[src/rtbm_map.svh]
// Constants for the remote terminal backend memory engine: addresses and timing
`ifndef RTBM_MAP_SVH
`define RTBM_MAP_SVH

// Memory geometry: 2048 words of 16 bits, 64 buffers of 32 words
`define RTBM_ADDR_W        11
`define RTBM_DATA_W        16
`define RTBM_SA_W          5
`define RTBM_WORD_W        5
`define RTBM_HALF_BIT      10

// Special subaddresses inside each half
`define RTBM_SA_RX_STATUS  5'h00
`define RTBM_SA_TX_STATUS  5'h1f
`define RTBM_SA_LOOP       5'h1e

// Clock rate and bus timing figures
`define RTBM_CLK_MHZ       200
`define RTBM_RESP_MIN_NS   4750
`define RTBM_RESP_MAX_NS   7000
`define RTBM_RTRT_TO_NS    57000
`define RTBM_ECHO_MAX_NS   2300

// Cycle counts: least times round up, longest times round down
`define RTBM_RESP_MIN_CYC  ((`RTBM_RESP_MIN_NS * `RTBM_CLK_MHZ + 999) / 1000)
`define RTBM_RESP_MAX_CYC  ((`RTBM_RESP_MAX_NS * `RTBM_CLK_MHZ) / 1000)
`define RTBM_RTRT_TO_CYC   ((`RTBM_RTRT_TO_NS * `RTBM_CLK_MHZ) / 1000)
`define RTBM_ECHO_MAX_CYC  ((`RTBM_ECHO_MAX_NS * `RTBM_CLK_MHZ) / 1000)
`define RTBM_TMR_W         14

`endif

[src/rtbm_pkg.sv]
// Types shared by the remote terminal backend memory engine
package rtbm_pkg;

  // Kind of memory access shown on the access type pins
  typedef enum logic [1:0] {
    RTBM_ACC_DATA   = 2'b00,
    RTBM_ACC_STATUS = 2'b01,
    RTBM_ACC_CMD    = 2'b10,
    RTBM_ACC_UNUSED = 2'b11
  } rtbm_acc_e;

  // Memory handshake sequencer states
  typedef enum logic [2:0] {
    RTBM_ST_IDLE   = 3'b000,
    RTBM_ST_REQ    = 3'b001,
    RTBM_ST_SETUP  = 3'b010,
    RTBM_ST_STROBE = 3'b011,
    RTBM_ST_HOLD   = 3'b100
  } rtbm_state_e;

  typedef logic [10:0] rtbm_addr_t;
  typedef logic [15:0] rtbm_data_t;
  typedef logic [13:0] rtbm_tmr_t;

endpackage : rtbm_pkg

[src/rtbm_map_if.sv]
// Carrier between the sequencer and the buffer address mapper
`timescale 1ns/10ps
interface rtbm_map_if;
  import rtbm_pkg::*;

  rtbm_acc_e  acc_type;
  logic       tx;
  logic [4:0] sa;
  logic [4:0] word;
  logic       write;
  logic       loop;
  rtbm_addr_t addr;
  logic       legal;

  // Sequencer asks, mapper answers
  modport seq (output acc_type, tx, sa, word, write, loop, input addr, legal);
  modport map (input acc_type, tx, sa, word, write, loop, output addr, legal);
endinterface : rtbm_map_if

[src/rtbm_addr_map.sv]
// Buffer address mapper: subaddress and word to memory address, with legality
`timescale 1ns/10ps
`include "rtbm_map.svh"
module rtbm_addr_map
  import rtbm_pkg::*;
(
  // Request and answer
  rtbm_map_if.map m
);

  logic       half;
  logic [4:0] blk;
  logic [4:0] idx;

  // Data goes to the subaddress buffer, status and command words to the status areas
  always_comb
  begin
    half = m.tx;
    blk  = m.sa;
    idx  = m.word;
    if (m.acc_type != RTBM_ACC_DATA)
    begin
      half = 1'b0;
      blk  = m.tx ? `RTBM_SA_TX_STATUS : `RTBM_SA_RX_STATUS;
      idx  = m.sa;
    end
    else if (m.tx && m.loop && (m.sa == `RTBM_SA_LOOP))
    begin
      half = 1'b0;
    end
    m.addr = {half, blk, idx};
  end

  // Writes only to the lower half, reads only from the upper half, except loopback reads
  always_comb
  begin
    if (m.acc_type == RTBM_ACC_UNUSED)
      m.legal = 1'b0;
    else if (m.write)
      m.legal = !half;
    else
      m.legal = half || ((m.acc_type == RTBM_ACC_DATA) && m.tx && m.loop
                         && (m.sa == `RTBM_SA_LOOP));
  end

endmodule : rtbm_addr_map

[src/rtbm_bus_timer.sv]
// Bus response window, terminal-to-terminal timeout and echo check
`timescale 1ns/10ps
`include "rtbm_map.svh"
module rtbm_bus_timer
  import rtbm_pkg::*;
#(
  parameter int RTRT_CYC = `RTBM_RTRT_TO_CYC
)
(
  // Clock, reset, enable
  input  wire logic i_clk,
  input  wire logic i_rst_n,
  input  wire logic i_ce,
  // Response window
  input  wire logic i_cmd_parity_mid,
  input  wire logic i_status_ready,
  output logic      o_status_go,
  output logic      o_resp_miss,
  // Terminal-to-terminal
  input  wire logic i_rtrt_start,
  input  wire logic i_data_sync,
  output logic      o_rtrt_timeout,
  // Echo check
  input  wire logic i_tx_word_sent,
  input  wire logic [15:0] i_tx_word,
  input  wire logic i_echo_valid,
  input  wire logic [15:0] i_echo_word,
  output logic      o_echo_error
);

  localparam rtbm_tmr_t RESP_MIN = rtbm_tmr_t'(`RTBM_RESP_MIN_CYC);
  localparam rtbm_tmr_t RESP_MAX = rtbm_tmr_t'(`RTBM_RESP_MAX_CYC);
  localparam rtbm_tmr_t ECHO_MAX = rtbm_tmr_t'(`RTBM_ECHO_MAX_CYC);
  localparam rtbm_tmr_t RTRT_MAX = rtbm_tmr_t'(RTRT_CYC);

  typedef struct packed {
    logic       resp_run;
    rtbm_tmr_t  resp_cnt;
    logic       rtrt_run;
    rtbm_tmr_t  rtrt_cnt;
    logic       echo_run;
    rtbm_tmr_t  echo_cnt;
    rtbm_data_t echo_ref;
    logic       status_go;
    logic       resp_miss;
    logic       rtrt_to;
    logic       echo_err;
  } rtbm_tmr_s;

  rtbm_tmr_s q;
  rtbm_tmr_s next_q;

  // Next state of all three timers
  always_comb
  begin
    next_q           = q;
    next_q.status_go = 1'b0;
    next_q.resp_miss = 1'b0;
    next_q.rtrt_to   = 1'b0;
    next_q.echo_err  = 1'b0;
    // Status word may start only inside the response window
    if (i_cmd_parity_mid)
    begin
      next_q.resp_run = 1'b1;
      next_q.resp_cnt = '0;
    end
    else if (q.resp_run)
    begin
      next_q.resp_cnt = q.resp_cnt + 14'h0001;
      if (i_status_ready && (q.resp_cnt >= RESP_MIN - 14'h0001))
      begin
        next_q.status_go = 1'b1;
        next_q.resp_run  = 1'b0;
      end
      else if (q.resp_cnt >= RESP_MAX - 14'h0001)
      begin
        next_q.resp_miss = 1'b1;
        next_q.resp_run  = 1'b0;
      end
    end
    // First data word sync must arrive before the timeout
    if (i_rtrt_start)
    begin
      next_q.rtrt_run = 1'b1;
      next_q.rtrt_cnt = '0;
    end
    else if (q.rtrt_run)
    begin
      next_q.rtrt_cnt = q.rtrt_cnt + 14'h0001;
      if (i_data_sync)
        next_q.rtrt_run = 1'b0;
      else if (q.rtrt_cnt >= RTRT_MAX - 14'h0001)
      begin
        next_q.rtrt_to  = 1'b1;
        next_q.rtrt_run = 1'b0;
      end
    end
    // Every sent word must come back equal and in time
    if (i_tx_word_sent)
    begin
      next_q.echo_run = 1'b1;
      next_q.echo_cnt = '0;
      next_q.echo_ref = i_tx_word;
    end
    else if (q.echo_run)
    begin
      next_q.echo_cnt = q.echo_cnt + 14'h0001;
      if (i_echo_valid)
      begin
        next_q.echo_err = (i_echo_word != q.echo_ref);
        next_q.echo_run = 1'b0;
      end
      else if (q.echo_cnt >= ECHO_MAX - 14'h0001)
      begin
        next_q.echo_err = 1'b1;
        next_q.echo_run = 1'b0;
      end
    end
  end

  // State register
  always_ff @(posedge i_clk)
  begin
    if (!i_rst_n)
      q <= '0;
    else if (i_ce)
      q <= next_q;
  end

  assign o_status_go    = q.status_go;
  assign o_resp_miss    = q.resp_miss;
  assign o_rtrt_timeout = q.rtrt_to;
  assign o_echo_error   = q.echo_err;

endmodule : rtbm_bus_timer

[src/rtbm_backend.sv]
// Remote terminal backend memory engine: buffer memory handshake and bus timers
//
// Behaviour
// - Without wait, write strobe is low exactly one clock.
// - Write data and address valid one clock before write strobe falls.
// - Write data and address held one clock after write strobe rises.
// - Without wait, read strobe is low exactly one clock.
// - Read address valid one clock before and after the read strobe.
// - Status word starts 4.75 to 7.0 us after command parity mid-point.
// - Terminal-to-terminal timeout if first data sync misses 57 us.
// - Each sent word's echo is checked; echo returns within 2.3 us.
// - Buffer memory is 2048 words: 64 buffers of 32 words.
// - Receive buffers in lower half, transmit buffers in upper half.
// - Transfer status word goes to subaddress 0 or 31 area.
// - Without loopback, write only lower half, read only upper half.
// - Loopback input forces top address bit low for transmit subaddress 30.
// - Transmit status word for subaddress 30 keeps its normal location.
// - Wait input held low stretches the current strobe.
// - Access type code: 00 data, 01 status word, 10 command.
`timescale 1ns/10ps
`include "rtbm_map.svh"
module rtbm_backend
  import rtbm_pkg::*;
#(
  parameter int RTRT_CYC = `RTBM_RTRT_TO_CYC
)
(
  // Clock, reset, enable
  input  wire logic        i_clk,
  input  wire logic        i_rst_n,
  input  wire logic        i_ce,
  // Access requests from the terminal core
  input  wire logic        i_acc_valid,
  output logic             o_acc_ready,
  input  wire logic        i_acc_write,
  input  wire logic [1:0]  i_acc_type,
  input  wire logic        i_acc_tx,
  input  wire logic [4:0]  i_acc_sa,
  input  wire logic [4:0]  i_acc_word,
  input  wire logic [15:0] i_acc_wdata,
  output logic             o_acc_done,
  output logic             o_acc_error,
  output logic [15:0]      o_acc_rdata,
  // Loopback strap pin
  input  wire logic        i_subaddr_thirty_loopback,
  // Buffer memory bus
  output logic             o_memory_bus_request_n,
  input  wire logic        i_memory_bus_grant_n,
  input  wire logic        i_memory_wait_n,
  output logic             o_memory_write_strobe_n,
  output logic             o_memory_read_strobe_n,
  output logic [1:0]       o_memory_access_type,
  output logic [10:0]      o_mem_addr,
  output logic [15:0]      o_mem_dout,
  output logic             o_mem_dout_en,
  input  wire logic [15:0] i_mem_din,
  // Bus timing events
  input  wire logic        i_cmd_parity_mid,
  input  wire logic        i_status_ready,
  output logic             o_status_go,
  output logic             o_resp_miss,
  input  wire logic        i_rtrt_start,
  input  wire logic        i_data_sync,
  output logic             o_rtrt_timeout,
  input  wire logic        i_tx_word_sent,
  input  wire logic [15:0] i_tx_word,
  input  wire logic        i_echo_valid,
  input  wire logic [15:0] i_echo_word,
  output logic             o_echo_error
);

  typedef struct packed {
    rtbm_state_e st;
    logic        loop_meta;
    logic        loop;
    logic        req_n;
    logic        wr_n;
    logic        rd_n;
    logic        is_write;
    rtbm_acc_e   acc_type;
    rtbm_addr_t  addr;
    rtbm_data_t  dout;
    logic        dout_en;
    rtbm_data_t  rdata;
    logic        done;
    logic        err;
  } rtbm_mem_s;

  localparam rtbm_mem_s RESET_Q = '{
    st:        RTBM_ST_IDLE,
    loop_meta: 1'b0,
    loop:      1'b0,
    req_n:     1'b1,
    wr_n:      1'b1,
    rd_n:      1'b1,
    is_write:  1'b0,
    acc_type:  RTBM_ACC_DATA,
    addr:      '0,
    dout:      '0,
    dout_en:   1'b0,
    rdata:     '0,
    done:      1'b0,
    err:       1'b0
  };

  rtbm_mem_s q;
  rtbm_mem_s next_q;

  rtbm_map_if mif ();

  // Address mapper sees the pending request and the synchronised strap
  assign mif.acc_type = rtbm_acc_e'(i_acc_type);
  assign mif.tx       = i_acc_tx;
  assign mif.sa       = i_acc_sa;
  assign mif.word     = i_acc_word;
  assign mif.write    = i_acc_write;
  assign mif.loop     = q.loop;

  rtbm_addr_map u_map (
    .m (mif.map)
  );

  // Sequencer: request, grant, setup, strobe, hold
  always_comb
  begin
    next_q           = q;
    next_q.loop_meta = i_subaddr_thirty_loopback;
    next_q.loop      = q.loop_meta;
    next_q.done      = 1'b0;
    next_q.err       = 1'b0;
    case (q.st)
      RTBM_ST_IDLE:
      begin
        if (i_acc_valid)
        begin
          if (!mif.legal)
            next_q.err = 1'b1;
          else
          begin
            next_q.addr     = mif.addr;
            next_q.dout     = i_acc_wdata;
            next_q.acc_type = rtbm_acc_e'(i_acc_type);
            next_q.is_write = i_acc_write;
            next_q.req_n    = 1'b0;
            next_q.st       = RTBM_ST_REQ;
          end
        end
      end
      RTBM_ST_REQ:
      begin
        // Request stays low until grant; the arbiter bounds this wait
        if (!i_memory_bus_grant_n)
        begin
          next_q.dout_en = q.is_write;
          next_q.st      = RTBM_ST_SETUP;
        end
      end
      RTBM_ST_SETUP:
      begin
        // Address and data have stood at least one clock with strobes high
        next_q.wr_n = !q.is_write;
        next_q.rd_n = q.is_write;
        next_q.st   = RTBM_ST_STROBE;
      end
      RTBM_ST_STROBE:
      begin
        if (i_memory_wait_n)
        begin
          next_q.wr_n = 1'b1;
          next_q.rd_n = 1'b1;
          if (!q.is_write)
            next_q.rdata = i_mem_din;
          next_q.st = RTBM_ST_HOLD;
        end
        // Wait low keeps the strobe low another clock
        else
          next_q.st = RTBM_ST_STROBE;
      end
      RTBM_ST_HOLD:
      begin
        // Address and data unchanged through this clock
        next_q.req_n   = 1'b1;
        next_q.dout_en = 1'b0;
        next_q.done    = 1'b1;
        next_q.st      = RTBM_ST_IDLE;
      end
      default:
      begin
        next_q = RESET_Q;
      end
    endcase
  end

  // State register
  always_ff @(posedge i_clk)
  begin
    if (!i_rst_n)
      q <= RESET_Q;
    else if (i_ce)
      q <= next_q;
  end

  // Memory bus and answer outputs, all from the state register
  assign o_acc_ready             = (q.st == RTBM_ST_IDLE);
  assign o_acc_done              = q.done;
  assign o_acc_error             = q.err;
  assign o_acc_rdata             = q.rdata;
  assign o_memory_bus_request_n  = q.req_n;
  assign o_memory_write_strobe_n = q.wr_n;
  assign o_memory_read_strobe_n  = q.rd_n;
  assign o_memory_access_type    = q.acc_type;
  assign o_mem_addr              = q.addr;
  assign o_mem_dout              = q.dout;
  assign o_mem_dout_en           = q.dout_en;

  rtbm_bus_timer #(
    .RTRT_CYC (RTRT_CYC)
  ) u_timer (
    .i_clk            (i_clk),
    .i_rst_n          (i_rst_n),
    .i_ce             (i_ce),
    .i_cmd_parity_mid (i_cmd_parity_mid),
    .i_status_ready   (i_status_ready),
    .o_status_go      (o_status_go),
    .o_resp_miss      (o_resp_miss),
    .i_rtrt_start     (i_rtrt_start),
    .i_data_sync      (i_data_sync),
    .o_rtrt_timeout   (o_rtrt_timeout),
    .i_tx_word_sent   (i_tx_word_sent),
    .i_tx_word        (i_tx_word),
    .i_echo_valid     (i_echo_valid),
    .i_echo_word      (i_echo_word),
    .o_echo_error     (o_echo_error)
  );

endmodule : rtbm_backend

[config.mk]
export PLATFORM = sky130hd
export DESIGN_NAME = rtbm_backend
export DESIGN_NICKNAME = d
export VERILOG_FILES = /design/src/rtbm_pkg.sv /design/src/rtbm_map_if.sv /design/src/rtbm_addr_map.sv /design/src/rtbm_bus_timer.sv /design/src/rtbm_backend.sv
export VERILOG_INCLUDE_DIRS = /design/src /design/src/src
export SDC_FILE = /design/constraint.sdc
export NUM_CORES = 1
export LEC_CHECK = 0
export BUFFER_PORTS_ARGS = -buffer_cell sky130_fd_sc_hd__buf_2
export CAP_MARGIN = 20
export CORE_AREA = 2 2 125 127
export CTS_BUF_LIST = sky130_fd_sc_hd__clkbuf_8 sky130_fd_sc_hd__clkbuf_16
export CTS_CLUSTER_DIAMETER = 100
export CTS_CLUSTER_SIZE = 14
export DETAILED_ROUTE_END_ITERATION = 10
export DIE_AREA = 0 0 127 129
export PLACE_DENSITY = 0.65
export SKIP_LAST_GASP = 1
export SLEW_MARGIN = 20
export SYNTH_ARGS = -nofsm -noshare
export SYNTH_HDL_FRONTEND = slang
export SYNTH_SLANG_ARGS = --single-unit
[constraint.sdc]
create_clock -name i_clk -period 3.8 [get_ports i_clk]
set_input_delay 0.19 -clock i_clk [delete_from_list [all_inputs] [get_ports i_clk]]
set_output_delay 0.19 -clock i_clk [all_outputs]
set_load 0.02 [all_outputs]
== Word-level counts from Yosys, hierarchy flattened ==
Cells that the tools add are included.
W data, S select, Z words.

* Bits in registers: 122
* Bits of input ports: 91

* $add $sub $neg: 3
* Magnitude comparators: 4
* Equal/unequal tests: 12
* Mux-type cells: 55
* Bitwise logic cells: 5
* Reduce and logical (&&, ||, !) cells: 31

{| class="wikitable"
|+ Operators by type and width
! cell !! number
|-
| $mux W15 || 6
|-
| $mux W30 || 2
|-
| $pmux W30 S2 || 1
|-
| $add A14 B1 Y14 const B || 3
|-
| $mux W16 || 2
|-
| $pmux W16 S2 || 1
|-
| $mux W1 || 28
|-
| $ne A16 B16 Y1 || 1
|-
| $reduce_and A4 Y1 || 4
|-
| $mux W5 || 3
|-
| $ge A14 B10 Y1 const B || 1
|-
| $ge A14 B11 Y1 const B || 1
|-
| $ge A14 B14 Y1 const B || 1
|-
| $ge A14 B9 Y1 const B || 1
|-
| $mux W3 || 4
|-
| $pmux W3 S4 || 1
|-
| $reduce_or A3 Y1 || 3
|-
| $mux W2 || 4
|-
| $ne A2 B2 Y1 const B || 4
|-
| $reduce_and A2 Y1 || 4
|-
| $reduce_bool A2 Y1 || 4
|-
| $reduce_or A4 Y1 || 2
|-
| $eq A3 B2 Y1 const B || 2
|-
| $logic_and A1 B1 Y1 || 6
|-
| other kinds (14) || 21
|}

== Longest topological paths before layout ==
* Word-level depth: 10
* Mapped depth: 8

== Hierarchy ==
Synthesis repeated with hierarchy kept, for this count alone.

* Cells, all modules: 770
* Area, all modules: 6407.4 sq um

{| class="wikitable"
|+ By module, submodules not included
! module !! instances !! cells each !! area an instance (sq um)
|-
| rtbm_bus_timer || 1 || 422 || 3377.0
|-
| rtbm_backend || 1 || 327 || 2860.2
|-
| rtbm_addr_map || 1 || 21 || 170.2
|}

== Worst setup path before layout ==
Ideal clock, no wire load.

* Path type: register to register
* Start: reg u_timer.q[50] (netlist bit)
* End: reg u_timer.q, in the netlist u_timer.o_resp_miss
* Setup time: 0.065 ns
* Arrival: 1.668 ns
* Data required time: 3.735 ns
* Slack: 2.067 ns
* Cell stages (with the launch flop): 7
* Buffers on the path: 0
* Period minus slack after synthesis: 1.733 ns
* Cells stage by stage: dfxtp_1 -> ha_1 -> a21oi_1 -> or4_1 -> and3_1 -> o32a_1 -> nor2_1

* Word-level cells in the longest chain between the ends: 5

{| class="wikitable"
|+ RTL lines
! what !! line !! RTL
|-
| start, declared || rtbm_bus_timer.sv:50 || <nowiki>rtbm_tmr_s q;</nowiki>
|-
| start signal, assigned || rtbm_bus_timer.sv:127 || <nowiki>q <= next_q;</nowiki>
|-
| $ge A14 B11 Y1 or $ge A14 B10 Y1 (tied branches) || rtbm_bus_timer.sv:75, rtbm_bus_timer.sv:70 ||
|-
| $mux W1 or $logic_and A1 B1 Y1 (tied branches) || rtbm_bus_timer.sv:75, rtbm_bus_timer.sv:70 ||
|-
| $mux W1 * || rtbm_bus_timer.sv:70 || <nowiki>if (i_status_ready && (q.resp_cnt >= RESP_MIN - 14'h0001))</nowiki>
|-
| $mux W2 * || rtbm_bus_timer.sv:67 || <nowiki>else if (q.resp_run)</nowiki>
|-
| $mux W2 * || rtbm_bus_timer.sv:62 || <nowiki>if (i_cmd_parity_mid)</nowiki>
|}

Every way passes the cells marked *; elsewhere a longest branch is shown, timed or not.
A chain may end at the register's enable or synchronous reset.

== Final worst setup path ==
* Start: reg q[56] (netlist bit)
* End: reg q, in the netlist o_mem_dout[5]

* Word-level cells in the longest chain between the ends: 4

{| class="wikitable"
|+ RTL lines
! what !! line !! RTL
|-
| start, declared || rtbm_backend.sv:106 || <nowiki>rtbm_mem_s q;</nowiki>
|-
| start signal, assigned || rtbm_backend.sv:200 || <nowiki>q <= next_q;</nowiki>
|-
| $eq A3 B2 Y1 (tied with other cells) || rtbm_backend.sv:131 || <nowiki>case (q.st)</nowiki>
|-
| $reduce_or A4 Y1 (no line) || - ||
|-
| $not A1 Y1 (no line) || - ||
|-
| $reduce_and A4 Y1 (no line) || - ||
|}

Several ways; a longest one is shown, not always the timed one.

==> results.py <==
metrics = {
    "place": {
        "port_buffers": 146,
        "gp_congestion": 0.8224,
        "hpwl_um": 10000,
        "dpl_cell_area_um2": 6375,
    },
    "global_route": {
        "overflow": 0,
        "grt_pass1_wl_um": 24020,
        "grt_usage_pct": 17.96,
        "grt_pass1_vias": 4945,
        "grt_max_degree": 44,
        "antenna_found_initial": 1,
    },
    "critical_path": {
        "worstPathArrival_ns": 2.59,
        "path_delay_family": "compound AO/OA/AOI/OAI gates",
        "max_stage_delay_ns": 0.73,
        "crit_fanout": 19,
        "endpoint_kind": "flip-flop",
        "r2r-start": "q[56]$_SDFFE_PN0P_",
        "crit_chain": "nor4b_1 -> nand2b_1 -> o2111a_1 -> nor2_8 -> a22o_1",
        "start_kind": "flip-flop",
        "timing.rr.end": "o_mem_dout[5]$_SDFFE_PN0P_",
        "r2r_slack_ns": 1.50,
        "rr_worst_depth": 5,
        "crit_type": "reg2reg",
        "required_ns": 4.09,
        "crit_slowest_cell": "o2111a_1",
        "cp_num_buf_inv": 0,
    },
    "synthesis": {
        "netlist_area_um2": 5889,
        "yosys_warnings": 0,
        "synth_top_area_share_pct": 41.47,
        "syn-num-nets": 819,
        "synth-seq-cells": 122,
        "synth_cell_types": 64,
        "synth.most_common_cell": "dfxtp_1",
        "synth-edff-count": 0,
        "synthTopCellsByCount": "dfxtp_1, nand2_1, a21oi_1",
        "syn_inst": 723,
        "async_reset_ff_share_pct": 0,
        "synth_area_leaders": "dfxtp_1, nand2_1, a21oi_1, buf_4, nand3_1",
        "synth_flop_cell": "dfxtp_1",
        "yosys.area.top_type": "dfxtp_1",
        "ys_seq_area_share_pct": 41.47,
        "syn_area_per_cell_um2": 8.146,
    },
    "sta": {
        "worstMarginPinSlew_ns": 1.039,
        "fin_crit_sh_pct": 60.55,
        "final.setup_skew_ns": 0.01015,
        "grt_setup_unrepaired": "false",
        "fmax_mhz": 434.6,
        "finalHoldViolations": 0,
        "setup-violations-final": 0,
        "slew_headroom_pct": 30.46,
        "timing.final.max_slew_violations": 0,
        "period_minus_slack_ns": 2.301,
        "fin_setup_tns_ns": 0,
    },
    "cts": {
        "cts_buffer_depth": 2,
        "ctsResizeCount": 0,
        "clock-sinks": 122,
        "cts_tree": "built",
        "numCtsBuffers": 17,
        "ctsHoldBuffers": 17,
        "post_cts_buffers": 0,
        "path_clk_slew_ns": 0.05,
        "clk_latency_ns": 0.41,
        "htree_levels": 4,
        "root_buffer": "clkbuf_16",
    },
    "power": {
        "ir_drop_v": 0.0003597,
        "p_clk_share_pct": 52.8,
        "switchingPower_mw": 0.7166,
        "p_seq_share_pct": 39.6,
        "power.total_mw": 3.351,
        "pwr-share-comb_pct": 7.6,
        "p_per_area_nw_per_um2": 465.4,
        "leakage_nw": 2.859,
        "internal_power_mw": 2.634,
        "swShare_pct": 21.39,
    },
    "layout": {
        "post-route-util_pct": 48.08,
        "drive_above_1_share_pct": 23.24,
        "antennaDiodeCount": 0,
        "final_area_um2": 7201,
        "layout.nets": 922,
        "fill_cells": 1466,
        "area_delta_synth_final_pct": 22.26,
    },
    "flow_run": {
        "drv_cap": 0,
    },
    "die": {
        "die_w_um": 127,
        "core_region_area_um2": 14980,
        "die_y_um": 129,
        "initial_core_util_pct": 39.32,
        "rows": 45,
        "io_pins": 147,
        "dieArea_um2": 16380,
    },
    "drt": {
        "vias_per_cell": 5.231,
        "drcViolationCount": 0,
        "wire_per_inst_um": 14.24,
        "drtIter0Drc": 313,
        "dr_total_vias": 5372,
        "routed_wl_um": 14620,
        "drtAntennaViolNets": 0,
        "firstDrtPassIters": 5,
    },
    "min_path": {
        "holdPathStages": 3,
        "min_path_type": "in2reg",
        "hold_path_end": "u_timer.q[7]$_SDFFE_PN0P_",
        "hold_start": "i_tx_word[3]",
    },
    "outcome": {
        "status": "complete, no violations",
    },
}
-- worst reg2reg max path: cells and delay by family, from the launching register on --
| kind | cells | cell delay (ns) |
|---|---|---|
| AOI/OAI and AO/OA | 2 | 1.01 |
| and+or+nand+nor | 3 | 0.74 |
| DFF | 1 | 0.44 |
-- routing by layer --
layer  global-route usage [%]  routed length [µm]  vias up
met5                        0                  13        -
met4                    6.141                 108        2
met3                    5.988                 997       12
met2                    28.27                6629      164
met1                    23.24                6871     2452
li1                         -                   -     2742
-- power by group through the flow --
stage / sequential [mW] / clock, mW / combinational, mW
2_1_floorplan: 1.35 / 0 / 0.167
3_3_place_gp: 1.35 / 0 / 0.242
3_5_place_dp: 1.35 / 0 / 0.242
4_1_cts: 1.33 / 1.81 / 0.258
5_1_grt: 1.33 / 1.87 / 0.285
6_report: 1.33 / 1.77 / 0.256
-- worst max path at each step --
stage	start	endpoint	slack, ns	cells after the start
final	q[56]$_SDFFE_PN0P_	o_mem_dout[5]$_SDFFE_PN0P_	1.50	5
after global routing	q[56]$_SDFFE_PN0P_	o_mem_dout[8]$_SDFFE_PN0P_	1.33	5
after CTS	q[56]$_SDFFE_PN0P_	o_mem_dout[5]$_SDFFE_PN0P_	1.51	5
after detailed placement	q[56]$_SDFFE_PN0P_	o_mem_dout[9]$_SDFFE_PN0P_	1.54	5
after global placement	q[56]$_SDFFE_PN0P_	o_mem_dout[13]$_SDFFE_PN0P_	1.61	5
after floorplan	u_timer.q[50]$_SDFFE_PN0P_	u_timer.o_resp_miss$_SDFFE_PN0P_	2.07	6
-- sequential cells by signal, indices dropped and copies added, names as in the netlist, 2 cells and up --
name	flops
o_acc_rdata	16
o_mem_addr	11
o_mem_dout	16
o_memory_access_type	2
q	5
u_timer.q	61
-- kinds of logic after synthesis --
family	Yosys count	share of synthesized area, %
compound gates	190	20.52
xor+xnor	24	3.569
fa+ha+maj	5	1.062
buf+inv	100	9.772
flops	122	41.47
mux	6	1.020
simple gates	276	22.58
-- placed cells by master, fill, tap and decap left out, drive strengths merged, types with 7 or more instances in the layout --
cell type | Yosys | final
a21oi | 78 | 78
a31oi | 12 | 12
dlygate4sd3 | 0 | 17
nand2 | 109 | 109
clkbuf | 20 | 21
nand3 | 40 | 40
xor2 | 8 | 8
dfxtp | 122 | 122
xnor2 | 16 | 16
o21ai | 33 | 33
nand4 | 11 | 11
buf | 63 | 150
a22o | 17 | 17
or2 | 7 | 7
nor3 | 12 | 12
nor4 | 8 | 8
nor2 | 48 | 48
a311oi | 10 | 10
inv | 15 | 19
-- area by class of cell --
cell class / instances / area, µm² / share of cell area (%)
clock buffer: 21 / 480.5 / 6.672
inverter: 17 / 65.06 / 0.9036
clock inverter: 11 / 175.2 / 2.433
multi-input combinational: 501 / 2872 / 39.88
tap: 188 / 235.2 / 3.267
timing repair buffer: 167 / 930.9 / 12.93
sequential: 122 / 2442 / 33.92
-- stage by stage --
step,hold WS (ns),setup WS [ns],instances
after global routing,0.003428,1.327,1027
after floorplan,0.3093,2.067,723
after global placement,0.4071,1.610,978
after CTS,0.0003612,1.510,1027
final,0.02121,1.499,1027
after detailed placement,0.4047,1.536,978
(Power assumes the default switching activity.)
